<file path="config.mk">
export PLATFORM = sky130hd
export DESIGN_NAME = ccp_capture_compare_unit
export DESIGN_NICKNAME = d
export VERILOG_FILES = /design/src/shared/ccp_pkg.sv /design/src/ccp_capture_compare_unit.sv /design/src/ccp_capt_presc.sv /design/src/ccp_pin_ctl.sv
export SDC_FILE = /design/constraint.sdc
export NUM_CORES = 1
export LEC_CHECK = 0
export BUFFER_PORTS_ARGS = -buffer_cell sky130_fd_sc_hd__buf_2
export CORE_AREA = 4 4 99 101
export CTS_CLUSTER_SIZE = 16
export DETAILED_ROUTE_END_ITERATION = 12
export DIE_AREA = 0 0 103 105
export GPL_TIMING_DRIVEN = 1
export PLACE_DENSITY = 0.93
export SETUP_SLACK_MARGIN = 0.3
export SYNTH_ARGS = -nofsm -noshare
export SYNTH_HDL_FRONTEND = slang
export SYNTH_SLANG_ARGS = --single-unit
</file>
<file path="constraint.sdc">
create_clock -name i_core_clk -period 4.4 [get_ports i_core_clk]
set_input_delay 0.22 -clock i_core_clk [delete_from_list [all_inputs] [get_ports i_core_clk]]
set_output_delay 0.22 -clock i_core_clk [all_outputs]
set_load 0.1 [all_outputs]
</file>
<file path="src/shared/ccp_pkg.sv">
// package with register map, mode codes and field positions of the capture/compare channel
package ccp_pkg;
  // ==========================================
  // register byte addresses
  localparam logic [7:0] ADDR_CTRL = 8'h00;
  localparam logic [7:0] ADDR_DATA = 8'h04;
  localparam logic [7:0] ADDR_TSEL = 8'h08;
  localparam logic [7:0] ADDR_FLAGS = 8'h0C;
  localparam logic [7:0] ADDR_ENABLES = 8'h10;
  localparam logic [7:0] ADDR_PRIORITY = 8'h14;
  localparam logic [7:0] ADDR_PORT = 8'h18;
  // ==========================================
  // field positions
  localparam int FLAG_BIT = 1;
  localparam int PORT_DIR_BIT = 0;
  localparam int PORT_LATCH_BIT = 1;
  localparam int PORT_LEVEL_BIT = 2;
  // ==========================================
  // reset values
  localparam logic [3:0] CTRL_RST = 4'h0;
  localparam logic [15:0] DATA_RST = 16'h0000;
  localparam logic [1:0] TSEL_RST = 2'h0;
  localparam logic [7:0] FLAGS_RST = 8'h00;
  localparam logic [7:0] ENABLES_RST = 8'h00;
  localparam logic [7:0] PRIORITY_RST = 8'h00;
  localparam logic DIR_RST = 1'b1;
  localparam logic LATCH_RST = 1'b0;
  // ==========================================
  // mode field codes
  localparam logic [3:0] MODE_OFF = 4'h0;
  localparam logic [3:0] MODE_CMP_TOGGLE = 4'h2;
  localparam logic [3:0] MODE_CAP_FALL = 4'h4;
  localparam logic [3:0] MODE_CAP_RISE = 4'h5;
  localparam logic [3:0] MODE_CAP_RISE4 = 4'h6;
  localparam logic [3:0] MODE_CAP_RISE16 = 4'h7;
  localparam logic [3:0] MODE_CMP_HIGH = 4'h8;
  localparam logic [3:0] MODE_CMP_LOW = 4'h9;
  localparam logic [3:0] MODE_CMP_SWINT = 4'hA;
  localparam logic [3:0] MODE_CMP_SPEC = 4'hB;
  // ==========================================
  // prescale terminal counts
  localparam logic [3:0] PRESC_LAST4 = 4'h3;
  localparam logic [3:0] PRESC_LAST16 = 4'hF;
  // ==========================================
  // timer select codes
  localparam logic [1:0] TSEL_T1 = 2'h0;
  localparam logic [1:0] TSEL_T3 = 2'h1;
  localparam logic [1:0] TSEL_T5 = 2'h2;
  localparam logic [1:0] TSEL_T7 = 2'h3;
  localparam int NUM_TIMERS = 4;
  localparam int NUM_PIN_GROUPS = 2;
endpackage : ccp_pkg

</file>
<file path="src/ccp_capture_compare_unit.sv">
// capture/compare channel top with apb register file
//
// Contract
// - remap config bit 1 selects default pin group, 0 the alternate group
// - capture copies full 16-bit selected timer count into data pair
// - capture on falling, rising, every 4th or every 16th rising edge
// - low four control bits select the mode and prescale
// - every capture sets flag bit 1; only software clears it
// - a new capture silently overwrites an unread captured value
// - with pin as output, port latch writes still cause captures
// - capture mode change may flag; software masks and clears afterwards
// - prescaler counter cleared when off or not capturing
// - switching prescale keeps count; first capture may be partial
// - compare mode continuously compares data pair with selected timer
// - match drives pin high, low, toggles, or leaves port latch
// - a compare match sets the channel flag
// - writing zero to control clears compare output latch only
// - mode 1010 match only sets flag, pin untouched
// - mode 1011 match raises the special event trigger
// - special event trigger clears the selected timer
// - this channel's trigger never starts a conversion
// - timer select field picks timer 1, 3, 5 or 7
//
// Decided for this implementation: the APB slave port and the register addresses.
`timescale 1ns/10ps
`default_nettype none
module ccp_capture_compare_unit (
  // clock and reset
  input wire logic i_core_clk,
  input wire logic i_reset_n,
  // apb slave
  input wire logic i_psel,
  input wire logic i_penable,
  input wire logic i_pwrite,
  input wire logic [7:0] i_paddr,
  input wire logic [31:0] i_pwdata,
  output logic [31:0] o_prdata,
  output logic o_pready,
  output logic o_pslverr,
  // configuration
  input wire logic i_pin_remap_config_bit,
  // timers
  input wire logic [15:0] i_tmr1_count,
  input wire logic [15:0] i_tmr3_count,
  input wire logic [15:0] i_tmr5_count,
  input wire logic [15:0] i_tmr7_count,
  output logic [3:0] o_tmr_clear,
  output logic o_special_event,
  output logic o_adc_start,
  // channel request
  output logic o_chan_irq,
  output logic o_chan_irq_high_prio,
  // pins
  input wire logic [1:0] i_pin_in,
  output logic [1:0] o_pin_out,
  output logic [1:0] o_pin_oe
);
  // ==========================================
  // registers
  logic [3:0] mode_r;
  logic [15:0] data_r;
  logic [1:0] tsel_r;
  logic [7:0] flags_r;
  logic [7:0] enables_r;
  logic [7:0] priority_r;
  logic dir_r;
  logic latch_r;
  logic cmp_latch_r;
  logic match_d_r;
  logic [31:0] prdata_r;
  logic pready_r;
  logic pslverr_r;
  logic [3:0] tmr_clear_r;
  logic special_r;
  logic irq_r;
  logic irq_hp_r;

  logic wr_en;
  logic rd_en;
  logic [15:0] tmr_sel;
  logic capture;
  logic level;
  logic is_compare;
  logic match;
  logic match_evt;
  logic drive_level;
  logic pin_by_cmp;
  logic addr_ok;

  // ==========================================
  // apb handshake: one wait state, answer registered
  assign wr_en = i_psel & i_penable & pready_r & i_pwrite;
  assign rd_en = i_psel & i_penable & ~pready_r & ~i_pwrite;
  assign addr_ok = (i_paddr == ccp_pkg::ADDR_CTRL) || (i_paddr == ccp_pkg::ADDR_DATA) ||
                   (i_paddr == ccp_pkg::ADDR_TSEL) || (i_paddr == ccp_pkg::ADDR_FLAGS) ||
                   (i_paddr == ccp_pkg::ADDR_ENABLES) || (i_paddr == ccp_pkg::ADDR_PRIORITY) ||
                   (i_paddr == ccp_pkg::ADDR_PORT);

  always_ff @(posedge i_core_clk or negedge i_reset_n) begin
    if (!i_reset_n) begin
      pready_r <= 1'b0;
      pslverr_r <= 1'b0;
    end else begin
      pready_r <= i_psel & i_penable & ~pready_r;
      pslverr_r <= i_psel & i_penable & ~pready_r & ~addr_ok;
    end
  end

  always_ff @(posedge i_core_clk or negedge i_reset_n) begin
    if (!i_reset_n) begin
      prdata_r <= 32'h0000_0000;
    end else if (rd_en) begin
      if (i_paddr == ccp_pkg::ADDR_CTRL) begin
        prdata_r <= {28'h000_0000, mode_r};
      end else if (i_paddr == ccp_pkg::ADDR_DATA) begin
        prdata_r <= {16'h0000, data_r};
      end else if (i_paddr == ccp_pkg::ADDR_TSEL) begin
        prdata_r <= {30'h0000_0000, tsel_r};
      end else if (i_paddr == ccp_pkg::ADDR_FLAGS) begin
        prdata_r <= {24'h00_0000, flags_r};
      end else if (i_paddr == ccp_pkg::ADDR_ENABLES) begin
        prdata_r <= {24'h00_0000, enables_r};
      end else if (i_paddr == ccp_pkg::ADDR_PRIORITY) begin
        prdata_r <= {24'h00_0000, priority_r};
      end else if (i_paddr == ccp_pkg::ADDR_PORT) begin
        prdata_r <= {29'h0000_0000, level, latch_r, dir_r};
      end else begin
        prdata_r <= 32'h0000_0000;
      end
    end else if (!(i_psel & i_penable)) begin
      prdata_r <= 32'h0000_0000;
    end
  end

  // ==========================================
  // control registers
  always_ff @(posedge i_core_clk or negedge i_reset_n) begin
    if (!i_reset_n) begin
      mode_r <= ccp_pkg::CTRL_RST;
    end else if (wr_en && i_paddr == ccp_pkg::ADDR_CTRL) begin
      mode_r <= i_pwdata[3:0];
    end
  end

  always_ff @(posedge i_core_clk or negedge i_reset_n) begin
    if (!i_reset_n) begin
      tsel_r <= ccp_pkg::TSEL_RST;
    end else if (wr_en && i_paddr == ccp_pkg::ADDR_TSEL) begin
      tsel_r <= i_pwdata[1:0];
    end
  end

  always_ff @(posedge i_core_clk or negedge i_reset_n) begin
    if (!i_reset_n) begin
      enables_r <= ccp_pkg::ENABLES_RST;
      priority_r <= ccp_pkg::PRIORITY_RST;
    end else begin
      if (wr_en && i_paddr == ccp_pkg::ADDR_ENABLES) begin
        enables_r <= i_pwdata[7:0];
      end
      if (wr_en && i_paddr == ccp_pkg::ADDR_PRIORITY) begin
        priority_r <= i_pwdata[7:0];
      end
    end
  end

  always_ff @(posedge i_core_clk or negedge i_reset_n) begin
    if (!i_reset_n) begin
      dir_r <= ccp_pkg::DIR_RST;
      latch_r <= ccp_pkg::LATCH_RST;
    end else if (wr_en && i_paddr == ccp_pkg::ADDR_PORT) begin
      dir_r <= i_pwdata[ccp_pkg::PORT_DIR_BIT];
      latch_r <= i_pwdata[ccp_pkg::PORT_LATCH_BIT];
    end
  end

  // ==========================================
  // timer selection
  always_comb begin
    case (tsel_r)
      ccp_pkg::TSEL_T1: tmr_sel = i_tmr1_count;
      ccp_pkg::TSEL_T3: tmr_sel = i_tmr3_count;
      ccp_pkg::TSEL_T5: tmr_sel = i_tmr5_count;
      default: tmr_sel = i_tmr7_count;
    endcase
  end

  // ==========================================
  // capture
  ccp_capt_presc u_capt (
    .i_core_clk(i_core_clk),
    .i_reset_n(i_reset_n),
    .i_mode(mode_r),
    .i_level(level),
    .o_capture(capture)
  );

  // capture wins over a software write in the same cycle
  always_ff @(posedge i_core_clk or negedge i_reset_n) begin
    if (!i_reset_n) begin
      data_r <= ccp_pkg::DATA_RST;
    end else if (capture) begin
      data_r <= tmr_sel;
    end else if (wr_en && i_paddr == ccp_pkg::ADDR_DATA) begin
      data_r <= i_pwdata[15:0];
    end
  end

  // ==========================================
  // compare
  assign is_compare = (mode_r == ccp_pkg::MODE_CMP_TOGGLE) || (mode_r[3:2] == 2'b10);
  assign match = is_compare && (data_r == tmr_sel);
  assign match_evt = match & ~match_d_r;

  always_ff @(posedge i_core_clk or negedge i_reset_n) begin
    if (!i_reset_n) begin
      match_d_r <= 1'b0;
    end else begin
      match_d_r <= match;
    end
  end

  always_ff @(posedge i_core_clk or negedge i_reset_n) begin
    if (!i_reset_n) begin
      cmp_latch_r <= 1'b0;
    end else if (wr_en && i_paddr == ccp_pkg::ADDR_CTRL && i_pwdata[7:0] == 8'h00) begin
      cmp_latch_r <= 1'b0;
    end else if (match_evt) begin
      case (mode_r)
        ccp_pkg::MODE_CMP_HIGH: cmp_latch_r <= 1'b1;
        ccp_pkg::MODE_CMP_LOW: cmp_latch_r <= 1'b0;
        ccp_pkg::MODE_CMP_TOGGLE: cmp_latch_r <= ~cmp_latch_r;
        default: cmp_latch_r <= cmp_latch_r;
      endcase
    end
  end

  // pin follows the port latch unless a driving compare mode owns it
  assign pin_by_cmp = (mode_r == ccp_pkg::MODE_CMP_HIGH) || (mode_r == ccp_pkg::MODE_CMP_LOW) ||
                      (mode_r == ccp_pkg::MODE_CMP_TOGGLE);
  assign drive_level = pin_by_cmp ? cmp_latch_r : latch_r;

  ccp_pin_ctl u_pin (
    .i_core_clk(i_core_clk),
    .i_reset_n(i_reset_n),
    .i_pin_remap_config_bit(i_pin_remap_config_bit),
    .i_pin_direction_bit(dir_r),
    .i_drive_level(drive_level),
    .i_pin_in(i_pin_in),
    .o_pin_out(o_pin_out),
    .o_pin_oe(o_pin_oe),
    .o_level(level)
  );

  // ==========================================
  // special event trigger
  always_ff @(posedge i_core_clk or negedge i_reset_n) begin
    if (!i_reset_n) begin
      special_r <= 1'b0;
      tmr_clear_r <= 4'h0;
    end else begin
      special_r <= match_evt && (mode_r == ccp_pkg::MODE_CMP_SPEC);
      for (int t = 0; t < ccp_pkg::NUM_TIMERS; t++) begin
        tmr_clear_r[t] <= match_evt && (mode_r == ccp_pkg::MODE_CMP_SPEC) && (tsel_r == 2'(t));
      end
    end
  end

  // ==========================================
  // flags: hardware set wins over software clear
  always_ff @(posedge i_core_clk or negedge i_reset_n) begin
    if (!i_reset_n) begin
      flags_r <= ccp_pkg::FLAGS_RST;
    end else begin
      if (wr_en && i_paddr == ccp_pkg::ADDR_FLAGS) begin
        flags_r <= i_pwdata[7:0];
      end
      if (capture || match_evt) begin
        flags_r[ccp_pkg::FLAG_BIT] <= 1'b1;
      end
    end
  end

  always_ff @(posedge i_core_clk or negedge i_reset_n) begin
    if (!i_reset_n) begin
      irq_r <= 1'b0;
      irq_hp_r <= 1'b0;
    end else begin
      irq_r <= flags_r[ccp_pkg::FLAG_BIT] & enables_r[ccp_pkg::FLAG_BIT];
      irq_hp_r <= flags_r[ccp_pkg::FLAG_BIT] & enables_r[ccp_pkg::FLAG_BIT] & priority_r[ccp_pkg::FLAG_BIT];
    end
  end

  // ==========================================
  // outputs
  assign o_prdata = prdata_r;
  assign o_pready = pready_r;
  assign o_pslverr = pslverr_r;
  assign o_tmr_clear = tmr_clear_r;
  assign o_special_event = special_r;
  assign o_chan_irq = irq_r;
  assign o_chan_irq_high_prio = irq_hp_r;

  // conversion start held low from a constant flop
  always_ff @(posedge i_core_clk or negedge i_reset_n) begin
    if (!i_reset_n) begin
      o_adc_start <= 1'b0;
    end else begin
      o_adc_start <= 1'b0;
    end
  end
endmodule : ccp_capture_compare_unit
`default_nettype wire

</file>
<file path="src/ccp_capt_presc.sv">
// capture edge detect and prescaler
`timescale 1ns/10ps
`default_nettype none
module ccp_capt_presc (
  // clock and reset
  input wire logic i_core_clk,
  input wire logic i_reset_n,
  // control
  input wire logic [3:0] i_mode,
  input wire logic i_level,
  // event
  output logic o_capture
);
  logic level_d_r;
  logic [3:0] cnt_r;
  logic is_capture;
  logic rise;
  logic fall;

  assign is_capture = (i_mode == ccp_pkg::MODE_CAP_FALL) || (i_mode == ccp_pkg::MODE_CAP_RISE) ||
                      (i_mode == ccp_pkg::MODE_CAP_RISE4) || (i_mode == ccp_pkg::MODE_CAP_RISE16);
  assign rise = i_level & ~level_d_r;
  assign fall = ~i_level & level_d_r;

  always_ff @(posedge i_core_clk or negedge i_reset_n) begin
    if (!i_reset_n) begin
      level_d_r <= 1'b0;
    end else begin
      level_d_r <= i_level;
    end
  end

  // count kept across prescale changes, cleared outside capture
  always_ff @(posedge i_core_clk or negedge i_reset_n) begin
    if (!i_reset_n) begin
      cnt_r <= 4'h0;
    end else if (!is_capture) begin
      cnt_r <= 4'h0;
    end else if (rise) begin
      cnt_r <= cnt_r + 4'h1;
    end
  end

  always_comb begin
    o_capture = 1'b0;
    case (i_mode)
      ccp_pkg::MODE_CAP_FALL: o_capture = fall;
      ccp_pkg::MODE_CAP_RISE: o_capture = rise;
      ccp_pkg::MODE_CAP_RISE4: o_capture = rise && (cnt_r[1:0] == ccp_pkg::PRESC_LAST4[1:0]);
      ccp_pkg::MODE_CAP_RISE16: o_capture = rise && (cnt_r == ccp_pkg::PRESC_LAST16);
      default: o_capture = 1'b0;
    endcase
  end
endmodule : ccp_capt_presc
`default_nettype wire

</file>
<file path="src/ccp_pin_ctl.sv">
// pin group multiplexing, drive and effective pin level
`timescale 1ns/10ps
`default_nettype none
module ccp_pin_ctl (
  // clock and reset
  input wire logic i_core_clk,
  input wire logic i_reset_n,
  // control
  input wire logic i_pin_remap_config_bit,
  input wire logic i_pin_direction_bit,
  input wire logic i_drive_level,
  // pins, group 0 default, group 1 alternate
  input wire logic [1:0] i_pin_in,
  output logic [1:0] o_pin_out,
  output logic [1:0] o_pin_oe,
  // level seen by capture logic
  output logic o_level
);
  logic [1:0] grp_sel;

  // remap 1 picks group 0, remap 0 picks group 1
  assign grp_sel = i_pin_remap_config_bit ? 2'b01 : 2'b10;

  genvar g;
  generate
    for (g = 0; g < ccp_pkg::NUM_PIN_GROUPS; g++) begin : g_grp
      always_ff @(posedge i_core_clk or negedge i_reset_n) begin
        if (!i_reset_n) begin
          o_pin_out[g] <= 1'b0;
          o_pin_oe[g] <= 1'b0;
        end else begin
          o_pin_out[g] <= grp_sel[g] & i_drive_level;
          o_pin_oe[g] <= grp_sel[g] & ~i_pin_direction_bit;
        end
      end
    end
  endgenerate

  // an output pin reads back its own drive, so port writes can capture
  always_comb begin
    if (!i_pin_direction_bit) begin
      o_level = i_drive_level;
    end else begin
      o_level = i_pin_remap_config_bit ? i_pin_in[0] : i_pin_in[1];
    end
  end
endmodule : ccp_pin_ctl
`default_nettype wire

</file>
==> tab_implementation.tex, run 1 <==
\begin{tabular}{lr}
\hline
Metric & Value \\
\hline
\multicolumn{2}{l}{\textbf{Worst setup path}} \\
\quad CP cell instances & buf\_4, mux2i\_1, o22ai\_1, a2111o\_1, a211oi\_1, nand4\_2, nor2\_1, and3b\_1 \\
\quad Critical path start-end classification & reg -> reg \\
\quad Kind of start point of the critical path & flip-flop \\
\quad CP Capture Type & flip-flop \\
\quad Worst EP arrival & 3400 ps \\
\quad Top fanout value on the critical path & 17 \\
\quad Critical path required time & 4700 ps \\
\quad Number of buffer and inverter stages on the critical path & 1 \\
\quad Gate family responsible for the most delay along the worst path & flip-flops \\
\quad Max stage delay cell, worst path & dfrtp\_1 \\
\quad Peak per-stage delay on the critical path & 860 ps \\
\multicolumn{2}{l}{\textbf{Floorplanning}} \\
\quad Die footprint & 10,820 um\^{}2 \\
\quad Core area & 9021 um\^{}2 \\
\quad Horiz. Die Dim & 103 um \\
\quad Starting Density & 52.83\% \\
\quad Die Y-Extent & 105 um \\
\quad \# rows & 35 \\
\quad I/O pins & 158 \\
\multicolumn{2}{l}{\textbf{Clocking}} \\
\quad Clock transition at the registers of the reported paths & 90 ps \\
\quad Clock buffer count from CTS & 9 \\
\quad Number of levels in the clock H-tree & 3 \\
\quad Master cell of the clock root buffer & clkbuf\_8 \\
\quad Post-CTS repair timing setup buffer count & 0 \\
\quad Post\_cts resized & 0 \\
\quad TritonCTS clock tree & done \\
\quad Worst-skew pair later-pin latency & 360 ps \\
\quad CTS hold repair buffers & 0 \\
\quad Max clock buf depth & 2 \\
\quad Num Clock Sinks & 84 \\
\multicolumn{2}{l}{\textbf{Placed design}} \\
\quad HPWL reported at the end of detailed placement & 8991 um \\
\quad Port bufs & 124 \\
\quad DP Worst Slack & 1328 ps \\
\quad Weighted congestion at the end of routability-driven global placement & 0.8713 \\
\multicolumn{2}{l}{\textbf{Layout}} \\
\quad Count of filler cells inserted in the layout & 730 \\
\quad Share of final-layout standard cells stronger than drive strength 1 & 39.81\% \\
\quad Antenna cell count & 0 \\
\quad Final layout net count & 643 \\
\quad Leading cell types in the layout, fill and taps excluded & buf\_2 (123), dfrtp\_1 (83), mux2\_2 (46), mux2i\_1 (32), nand2\_1 (27) \\
\quad Final cell utilization of the core & 61.28\% \\
\quad Synthesis-to-finish area growth & 15.99\% \\
\quad Commonest non-fill, non-tap cell in the layout & buf\_2 \\
\multicolumn{2}{l}{\textbf{Synth}} \\
\quad Area share of the largest cell type after synthesis & 43.58\% \\
\quad Yosys top cell by area & dfrtp\_1 \\
\quad Synthesis-stage register bit count & 84 \\
\quad Largest cells by area after synthesis & dfrtp\_1 (44\%), mux2\_2 (11\%), mux2i\_1 (6.7\%) \\
\quad Instance count of the mapped netlist & 411 \\
\quad Warning count from the yosys run & 0 \\
\quad Post-synth EDFFs & 0 \\
\quad Post-synthesis cell type count & 59 \\
\quad Proportion of synthesized chip area in sequential cells & 44.13\% \\
\quad Predominant post-synthesis flop cell & dfrtp\_1 \\
\quad Netlist area before placement & 4766 um\^{}2 \\
\quad Proportion of register bits with asynchronous set or reset after synthesis & 100.0\% \\
\quad Post-synthesis area per instance & 11.60 um\^{}2 \\
\multicolumn{2}{l}{\textbf{Timing}} \\
\quad Final number of setup-violating endpoints & 0 \\
\quad Hold violation count in the final report & 0 \\
\quad Post-layout worst setup margin & 1297 ps \\
\quad Max Fclk & 322.3 MHz \\
\quad Setup repair after global routing missed its margin & false \\
\quad Clock period minus worst slack & 3103 ps \\
\quad Worst relative slew slack & 14.08\% \\
\quad Worst Max-Slew Pin Slew & 1284 ps \\
\quad Total Negative Setup Slacks & 0 ps \\
\quad Fin. max-slew vios & 0 \\
\quad Final period util & 70.52\% \\
\quad Post-Route Skew & 11.85 ps \\
\multicolumn{2}{l}{\textbf{Routing}} \\
\quad Drt first-iter violations & 259 \\
\quad Vias per inst & 5.856 \\
\quad Antenna viol nets, final & 0 \\
\quad Number of iterations in the first detailed-routing pass & 5 \\
\quad Routed wirelength normalized by instance count & 18.64 um \\
\quad Routed via count & 3,783 \\
\quad DRT Wirelength & 12,040 um \\
\quad Final routed DRC violation total & 0 \\
\multicolumn{2}{l}{\textbf{Job}} \\
\quad Max-cap check violation count & 0 \\
\multicolumn{2}{l}{\textbf{Global route}} \\
\quad Antenna violations before repair & 0 \\
\quad Pin count of the biggest net entering global routing & 85 \\
\quad Vias in the first global route & 3,978 \\
\quad Overall global routing resource usage & 22.65\% \\
\quad Global-route wire length before repair & 19,130 um \\
\quad Total overflow reported by the global router & 0 \\
\multicolumn{2}{l}{\textbf{Run status}} \\
\quad Outcome & completed \\
\multicolumn{2}{l}{\textbf{Pwr}} \\
\quad Ratio of total power to cell area & 264.8 nW/um\^{}2 \\
\quad Maximum VDD drop & 0.1355 mV \\
\quad Leakage power & 0.002679 uW \\
\multicolumn{2}{l}{\textbf{Hold path}} \\
\quad Worst min path class & in -> async \\
\hline
\end{tabular}
[registers in the layout, summed over array words and instances, names as in the netlist, 4 cells and up]
name / cells
mode_r: 4
flags_r: 8
priority_r: 8
o_prdata: 16
o_tmr_clear: 4
data_r: 16
enables_r: 8
u_capt.cnt_r: 4
[layout make-up]
class	instances	area [um^2]	area share, %
Tap cell	111	138.9	2.512
Sequential cell	84	2103	38.05
Multi-Input combinational cell	299	2456	44.43
Timing Repair Buffer	126	638.1	11.54
Clock inverter	3	15.01	0.2716
Clock buffer	13	138.9	2.512
Inverter	10	37.54	0.6790
[layer usage]
layer	vias to the layer above	track usage [%]	share of wire [%]
li1	1726	-	-
met5	-	0	0
met1	1849	27.06	37
met4	0	10.08	3.0
met3	33	5.407	8.2
met2	175	38.08	51
[kinds of logic (layout without fill, tap and decap cells)]
logic type	count (synthesis)	after routing	share of synthesized area [%]
muxes	97	97	25.15
and+or+nand+nor	97	97	10.82
DFF	84	84	44.13
AOI/OAI and AO/OA	68	68	10.48
buffers and inverters	44	152	5.592
xor gates and xnor gates	19	19	3.492
adders and majority gates	1	1	0.2625
other	1	17	0.07869
[synthesized netlist by cell type (6+ instances only)]
master     n
and3_1     8
xor2_1     6
mux2_4     9
mux2_2    46
dfrtp_1   83
a22o_1     8
mux4_2    10
buf_4     20
inv_1     10
nand2_1   27
xnor2_1   13
clkbuf_1   8
nor3_1     6
nand3_1    8
o21ai_0   20
a21oi_1    8
nor2_1    18
mux2i_1   32
[path summary, 6_finish.rpt]
path / from / end / slack, ps / cells past startpoint
max: tsel_r[0]$_DFFE_PN0P_ / o_tmr_clear[1]$_DFF_PN0_ / 1300 / 8
min: i_reset_n / data_r[9]$_DFFE_PN0P_ / 20 / 1
max reg2reg: tsel_r[0]$_DFFE_PN0P_ / o_tmr_clear[1]$_DFF_PN0_ / 1300 / 8
min reg2reg: o_prdata[13]$_DFFE_PN0P_ / o_prdata[13]$_DFFE_PN0P_ / 510 / 1
max in group asynchronous: i_reset_n / o_chan_irq$_DFF_PN0_ / 3690 / 1
min in group i_core_clk: i_pin_remap_config_bit / u_pin.o_pin_out[1]$_DFF_PN0_ / 60 / 2
[power by group]
group	total (uW)	internal, uW	switching [uW]
clock	470	203	266
combinational	214	58.9	155
sequential	780	776	3.99
total	1460	1040	425
[through the flow]
step	power, uW	cells	hold WS, ps	area, um^2
final	1464	646	17.12	5528
after global routing	1517	646	68.21	5528
after CTS	1470	646	59.39	5528
after detailed placement	1009	630	437.5	5374
after global placement	1004	630	424.2	5374
after floorplan	940.3	427	-75.59	4826
No activity file was read; power rests on OpenSTA's default activity.
==> run 2: changes to the inputs <==
Settings changed: CORE_AREA 4 4 99 101 to 4 4 107 109, DIE_AREA 0 0 103 105 to 0 0 111 113, PLACE_DENSITY 0.93 to 0.85.
Clock period 4.4 ns to 2.7 ns, I/O delays scaled along.
==> run 2 against run 1 <==
- clock power grew 110%
- final cell count increased by 7.7%
- final area rose by 7.8%
- total power is 78% higher
- combinational power is 72% higher
- critical endpoint is now data_r[14]$_DFFE_PN0P_
==> tab_implementation.tex, run 2 (synthesis gave the netlist of run 1 again) <==
\begin{tabular}{lr}
\hline
Metric & Value \\
\hline
\multicolumn{2}{l}{\textbf{Routing}} \\
\quad Vias per inst & 5.494 (-6.2\%) \\
\quad Antenna viol nets, final & 0 (unchanged) \\
\quad Drt first-iter violations & 303 (+17\%) \\
\quad DRT Wirelength & 12,520 um (+4.0\%) \\
\quad Routed wirelength normalized by instance count & 17.99 um (-3.5\%) \\
\quad Number of iterations in the first detailed-routing pass & 4 (-1) \\
\quad Final routed DRC violation total & 0 (unchanged) \\
\quad Routed via count & 3,824 (+1.1\%) \\
\multicolumn{2}{l}{\textbf{Clocking}} \\
\quad Clock transition at the registers of the reported paths & 90 ps (about the same) \\
\quad Max clock buf depth & 2 (unchanged) \\
\quad Number of levels in the clock H-tree & 3 (unchanged) \\
\quad TritonCTS clock tree & done \\
\quad Worst-skew pair later-pin latency & 370 ps (about the same) \\
\quad Num Clock Sinks & 84 (unchanged) \\
\quad Master cell of the clock root buffer & clkbuf\_8 \\
\quad Clock buffer count from CTS & 9 (unchanged) \\
\multicolumn{2}{l}{\textbf{Worst setup path}} \\
\quad Cell count along the critical path & 7 (-1) \\
\quad Register-to-Register Path Depth & 7 (-1) \\
\quad Critical path required time & 2950 ps (-1750 ps) \\
\quad Critical path start-end classification & reg -> reg \\
\quad Worst EP arrival & 2700 ps (-700 ps) \\
\quad CP Capture Type & flip-flop \\
\quad Max stage delay cell, worst path & or4b\_4 \\
\quad Number of buffer and inverter stages on the critical path & 0 (-1) \\
\quad Peak per-stage delay on the critical path & 540 ps (-320 ps) \\
\quad Gate family responsible for the most delay along the worst path & simple AND/OR/NAND/NOR gates \\
\quad Top fanout value on the critical path & 6 (-11) \\
\quad Kind of start point of the critical path & flip-flop \\
\quad CP cell instances & nor2b\_4, mux2i\_1, o221a\_2, o21ai\_4, or4b\_4, a31o\_4, mux2\_4 \\
\multicolumn{2}{l}{\textbf{Global route}} \\
\quad Antenna violations before repair & 0 (unchanged) \\
\quad Total overflow reported by the global router & 0 (unchanged) \\
\quad Global-route wire length before repair & 19,550 um (+2.2\%) \\
\quad Pin count of the biggest net entering global routing & 45 (-47\%) \\
\quad Vias in the first global route & 3,968 (-0.25\%) \\
\quad Overall global routing resource usage & 19.34\% (-3.3 points) \\
\multicolumn{2}{l}{\textbf{Timing}} \\
\quad Final number of setup-violating endpoints & 0 (unchanged) \\
\quad Hold violation count in the final report & 0 (unchanged) \\
\quad Total Negative Setup Slacks & 0 ps (unchanged) \\
\quad Worst Max-Slew Pin Slew & 1212 ps (-72.59 ps) \\
\quad Clock period minus worst slack & 2448 ps (-654.6 ps) \\
\quad Final period util & 90.68\% (+20 points) \\
\quad Fin. max-slew vios & 0 (unchanged) \\
\quad Post-Route Skew & 11.38 ps (-0.4638 ps) \\
\quad Max Fclk & 408.4 MHz (+27\%) \\
\quad Post-layout worst setup margin & 251.6 ps (-1045 ps) \\
\quad Setup repair after global routing missed its margin & true \\
\quad Worst relative slew slack & 18.93\% (+4.9 points) \\
\multicolumn{2}{l}{\textbf{Layout}} \\
\quad Share of final-layout standard cells stronger than drive strength 1 & 44.78\% (+5.0 points) \\
\quad Antenna cell count & 0 (unchanged) \\
\quad Final layout net count & 665 (+3.4\%) \\
\quad Leading cell types in the layout, fill and taps excluded & buf\_2 (123), dfrtp\_1 (81), mux2\_2 (46), mux2i\_1 (29), nand2\_1 (26) \\
\quad Commonest non-fill, non-tap cell in the layout & buf\_2 \\
\quad Synthesis-to-finish area growth & 25.07\% \\
\multicolumn{2}{l}{\textbf{Floorplanning}} \\
\quad Die footprint & 12,540 um\^{}2 (+16\%) \\
\quad I/O pins & 158 (unchanged) \\
\quad Core area & 10,600 um\^{}2 (+18\%) \\
\quad Starting Density & 44.95\% (-7.9 points) \\
\quad Horiz. Die Dim & 111 um (+7.8\%) \\
\quad \# rows & 38 (+8.6\%) \\
\quad Die Y-Extent & 113 um (+7.6\%) \\
\multicolumn{2}{l}{\textbf{Placed design}} \\
\quad HPWL reported at the end of detailed placement & 9276 um (+3.2\%) \\
\quad DP Worst Slack & 44.08 ps (-1284 ps) \\
\quad Port bufs & 124 (unchanged) \\
\quad Weighted congestion at the end of routability-driven global placement & 0.8494 (-2.5\%) \\
\multicolumn{2}{l}{\textbf{Hold path}} \\
\quad Cell depth of the worst min-delay path & 3 \\
\quad Worst min path class & in -> reg \\
\multicolumn{2}{l}{\textbf{Pwr}} \\
\quad Ratio of total power to cell area & 438.3 nW/um\^{}2 (+65\%) \\
\quad Leakage power & 0.002843 uW (+6.1\%) \\
\quad Maximum VDD drop & 0.3055 mV (+130\%) \\
\multicolumn{2}{l}{\textbf{Run status}} \\
\quad Outcome & completed \\
\multicolumn{2}{l}{\textbf{Job}} \\
\quad Max-cap check violation count & 0 (unchanged) \\
\hline
\end{tabular}
[run 2: changes by cell type in the layout (fill, tap and decap cells not counted), sizes merged]
cell         before  now
a31o              1    2
clkinv            3    0
clkinvlp          0    2
buf             126  145
dlygate4sd3       0    2
clkbuf           13   11
bufinv            0    2
[run 2: layout make-up]
cell class                      count  area, um^2
Clock buffer                       11       131.4
Tap cell                          140       175.2
Sequential cell                    84        2106
Multi-Input combinational cell    300        2599
Clock inverter                      4       75.07
Inverter                           10       37.54
Fill cell                         882        4642
Timing Repair Buffer              147       837.1
[run 2: worst paths after layout]
| kind | slack (ps) | from | to |
|---|---|---|---|
| max in group asynchronous | 1780 | i_reset_n | tsel_r[0]$_DFFE_PN0P_ |
| setup reg to reg | 250 | mode_r[0]$_DFFE_PN0P_ | data_r[14]$_DFFE_PN0P_ |
| hold / removal | 70 | i_pwdata[8] | data_r[8]$_DFFE_PN0P_ |
| setup / recovery | 250 | mode_r[0]$_DFFE_PN0P_ | data_r[14]$_DFFE_PN0P_ |
| hold reg to reg | 490 | o_prdata[3]$_DFFE_PN0P_ | o_prdata[3]$_DFFE_PN0P_ |
| min in group asynchronous | 300 | i_reset_n | u_capt.cnt_r[3]$_DFFE_PN0P_ |
[run 2: through the flow]
stage	instances	cell area (um^2)	total power [uW]	util (%)	hold WS (ps)
2_1_floorplan	427	4827	1533	-	-160.6
3_3_place_gp	672	5534	1643	52.19	148.5
5_1_grt	696	5961	2718	56.22	63.63
4_1_cts	690	5812	2610	54.81	68.74
6_report	696	5961	2612	56.22	70.14
3_5_place_dp	672	5534	1650	52.19	163.5
[run 2: metal layers]
layer | GRT usage (%) | share of wire [%] | vias up | routed length, um
li1 | - | - | 1762 | -
met1 | 23.90 | 40 | 1901 | 4963
met2 | 32.69 | 51 | 138 | 6365
met3 | 4.813 | 7.1 | 23 | 893
met4 | 7.800 | 2.4 | 0 | 299
met5 | 0 | 0 | - | 0
[run 2: report_power, final]
| part | switching [uW] | total, uW | internal, uW |
|---|---|---|---|
| clock network | 456 | 972 | 517 |
| logic | 261 | 369 | 108 |
| registers | 6.09 | 1270 | 1270 |
[run 2: timing repair]
item                                   CTS  global route
setup endpoints to repair               21            16
pin swaps                                2             6
gates cloned                             0             1
buffers inserted                         1             5
resized for setup                        8            19
hold buffers                             2             0
endpoints found under the hold margin   41             0
[run 2: worst min-delay path, cell delays in order]
cell and delay, ps:
buf_2 80, mux2i_1 60, mux2i_1 120
==> run 3: changes to the inputs <==
Settings changed: GPL_TIMING_DRIVEN 1 to 0.
==> run 3 against run 2 <==
- setup slack got worse by 34 ps
- die area stayed put
- critical path depth is 2 higher
- total power increased by 3.5%
- non-clock buffer count is 33 higher
- hold slack better by 13 ps
- final cell count grew 4.7%
- utilization is 3.9 points higher
==> tab_implementation.tex, run 3 (synthesis gave the netlist of run 1 again) <==
\begin{tabular}{lr}
\hline
Metric & Value \\
\hline
\multicolumn{2}{l}{\textbf{Run status}} \\
\quad Outcome & completed \\
\multicolumn{2}{l}{\textbf{Timing}} \\
\quad Post-Route Skew & 14.72 ps (+3.333 ps) \\
\quad Hold violation count in the final report & 0 (unchanged) \\
\quad Post-layout worst setup margin & 217.4 ps (-34.20 ps) \\
\quad Worst Max-Slew Pin Slew & 1024 ps (-187.9 ps) \\
\quad Final period util & 91.95\% (+1.3 points) \\
\quad Setup repair after global routing missed its margin & true \\
\quad Minimum hold slack & 83.45 ps (+13.31 ps) \\
\quad Max Fclk & 402.8 MHz (-1.4\%) \\
\quad Fin. max-slew vios & 0 (unchanged) \\
\quad Worst relative slew slack & 31.19\% (+12 points) \\
\quad Clock period minus worst slack & 2483 ps (+34.20 ps) \\
\quad Total Negative Setup Slacks & 0 ps (unchanged) \\
\quad Final number of setup-violating endpoints & 0 (unchanged) \\
\multicolumn{2}{l}{\textbf{Global route}} \\
\quad Total overflow reported by the global router & 0 (unchanged) \\
\quad Pin count of the biggest net entering global routing & 62 (+38\%) \\
\quad Antenna violations before repair & 0 (unchanged) \\
\quad Global-route wire length before repair & 20,890 um (+6.9\%) \\
\quad Overall global routing resource usage & 20.83\% (+1.5 points) \\
\quad Vias in the first global route & 4,184 (+5.4\%) \\
\multicolumn{2}{l}{\textbf{Routing}} \\
\quad Vias per inst & 5.636 (+2.6\%) \\
\quad Final routed DRC violation total & 0 (unchanged) \\
\quad Routed wirelength normalized by instance count & 19.38 um (+7.7\%) \\
\quad Antenna viol nets, final & 0 (unchanged) \\
\quad Routed via count & 4,109 (+7.5\%) \\
\quad DRT Wirelength & 14,130 um (+13\%) \\
\quad Number of iterations in the first detailed-routing pass & 6 (+2) \\
\quad Drt first-iter violations & 324 (+6.9\%) \\
\multicolumn{2}{l}{\textbf{Worst setup path}} \\
\quad Kind of start point of the critical path & flip-flop \\
\quad Critical path start-end classification & reg -> reg \\
\quad Critical path required time & 2970 ps (+20 ps) \\
\quad Register-to-Register Path Depth & 9 (+2) \\
\quad Worst EP arrival & 2760 ps (+60 ps) \\
\quad Top fanout value on the critical path & 5 (-1) \\
\quad CP Capture Type & flip-flop \\
\multicolumn{2}{l}{\textbf{Pwr}} \\
\quad Maximum VDD drop & 0.2098 mV (-31\%) \\
\quad Proportion of power drawn by flip-flops and latches & 47.0\% (-1.7 points) \\
\quad Ratio of total power to cell area & 424.4 nW/um\^{}2 (-3.2\%) \\
\quad Switching power as a share of total power & 27.14\% (-0.53 points) \\
\quad Leakage power & 0.003071 uW (+8.0\%) \\
\quad Switching Power & 733.7 uW (+1.5\%) \\
\quad Clock network fraction of total power & 37.7\% (+0.5 points) \\
\quad Cell-internal power & 1970 uW (+4.3\%) \\
\quad Comb power frac & 15.2\% (+1.1 points) \\
\multicolumn{2}{l}{\textbf{Floorplanning}} \\
\quad Die footprint & 12,540 um\^{}2 (unchanged) \\
\quad Core area & 10,600 um\^{}2 (unchanged) \\
\quad \# rows & 38 (unchanged) \\
\quad I/O pins & 158 (unchanged) \\
\quad Die Y-Extent & 113 um (unchanged) \\
\quad Horiz. Die Dim & 111 um (unchanged) \\
\quad Starting Density & 44.95\% (unchanged) \\
\multicolumn{2}{l}{\textbf{Clocking}} \\
\quad Number of levels in the clock H-tree & 3 (unchanged) \\
\quad Max clock buf depth & 2 (unchanged) \\
\quad Num Clock Sinks & 84 (unchanged) \\
\quad Clock buffer count from CTS & 9 (unchanged) \\
\quad Master cell of the clock root buffer & clkbuf\_8 \\
\quad TritonCTS clock tree & done \\
\quad Clock transition at the registers of the reported paths & 90 ps (about the same) \\
\quad Worst-skew pair later-pin latency & 360 ps (about the same) \\
\multicolumn{2}{l}{\textbf{Layout}} \\
\quad Commonest non-fill, non-tap cell in the layout & buf\_2 \\
\quad Antenna cell count & 0 (unchanged) \\
\quad Synthesis-to-finish area growth & 33.66\% \\
\quad Final layout net count & 697 (+4.8\%) \\
\quad Count of filler cells inserted in the layout & 819 (-7.1\%) \\
\quad Leading cell types in the layout, fill and taps excluded & buf\_2 (124), dfrtp\_1 (81), mux2\_2 (45), buf\_4 (32), nand2\_1 (26) \\
\quad Number of standard cells in the layout, taps in and fillers out & 729 (+4.7\%) \\
\quad Final cell utilization of the core & 60.08\% (+3.9 points) \\
\quad Share of final-layout standard cells stronger than drive strength 1 & 48.73\% (+3.9 points) \\
\multicolumn{2}{l}{\textbf{Placed design}} \\
\quad DP Worst Slack & -63.71 ps (-107.8 ps) \\
\quad Weighted congestion at the end of routability-driven global placement & 0.9066 (+6.7\%) \\
\quad Number of placed instances, taps included & 691 (+2.8\%) \\
\quad Port bufs & 123 (-0.81\%) \\
\quad HPWL reported at the end of detailed placement & 9629 um (+3.8\%) \\
\multicolumn{2}{l}{\textbf{Hold path}} \\
\quad Worst min path class & in -> reg \\
\quad Cell depth of the worst min-delay path & 3 (unchanged) \\
\multicolumn{2}{l}{\textbf{Job}} \\
\quad Max-cap check violation count & 0 (unchanged) \\
\hline
\end{tabular}
run 3: changes by cell type in the layout (fill, tap and decap cells not counted), sizes merged:
cell,previous run,this run
a31o,2,1
buf,145,167
clkbuf,11,23
clkinv,0,1
clkinvlp,2,1
run 3: stage by stage:
stage               instance area (um^2)  total power (uW)
floorplan                           4827              1533
global placement                    5618              1658
detailed placement                  5648              1670
CTS                                 6127              2683
global route                        6370              2803
finish                              6370              2704
run 3: worst paths after layout:
path                                    startpoint                       to  slack (ps)
min in group asynchronous                i_reset_n   data_r[13]$_DFFE_PN0P_         220
setup reg to reg             tsel_r[0]$_DFFE_PN0P_  cmp_latch_r$_DFFE_PN0P_         220
hold reg to reg            o_prdata[0]$_DFFE_PN0P_  o_prdata[0]$_DFFE_PN0P_         490
hold / removal                        i_pwdata[13]   data_r[13]$_DFFE_PN0P_          80
max in group asynchronous                i_reset_n        dir_r$_DFFE_PN1P_        1830
setup / recovery             tsel_r[0]$_DFFE_PN0P_  cmp_latch_r$_DFFE_PN0P_         220
run 3: what timing repair did:
item / 4_1_cts / 5_1_grt
endpoints found under the hold margin: 25 / 0
setup endpoints to repair: 22 / 36
buffers inserted: 11 / 6
cloned: 2 / 1
pin swaps: 7 / 10
gates resized for setup: 20 / 37
hold buffers: 2 / 0
run 3: layout make-up:
type                    count  area, um^2  share of cell area (%)
well taps                 140       175.2                   2.750
inverters                  10       37.54                  0.5893
clock buffers              12       155.1                   2.436
clock inverters             4       72.57                   1.139
flip-flops and latches     84        2106                   33.06
repair buffers            146       885.9                   13.91
plain buffers              34       267.8                   4.203
multi-input cells         299        2670                   41.92
run 3: critical path: stages (launching register included):
cell,delay [ps]
dfrtp_2,450
buf_6,160
buf_12,150
mux2i_2,250
xor2_1,200
nand2_1,110
a2111oi_4,470
nand4_4,220
mux2i_1,180
nor3_1,200
run 3: metal layers:
layer | part of all wire (%) | global-route usage [%]
met1 | 36 | 24.65
met2 | 50 | 35.03
met3 | 9.9 | 6.310
met4 | 4.0 | 9.606
met5 | 0 | 0
run 3: power by group through the flow:
stage          combinational [uW]  sequential (uW)  clock [uW]
5_1_grt                       435             1270        1100
4_1_cts                       386             1270        1030
3_3_place_gp                  363             1300           0
6_report                      412             1270        1020
2_1_floorplan                 202             1330           0
3_5_place_dp                  375             1300           0
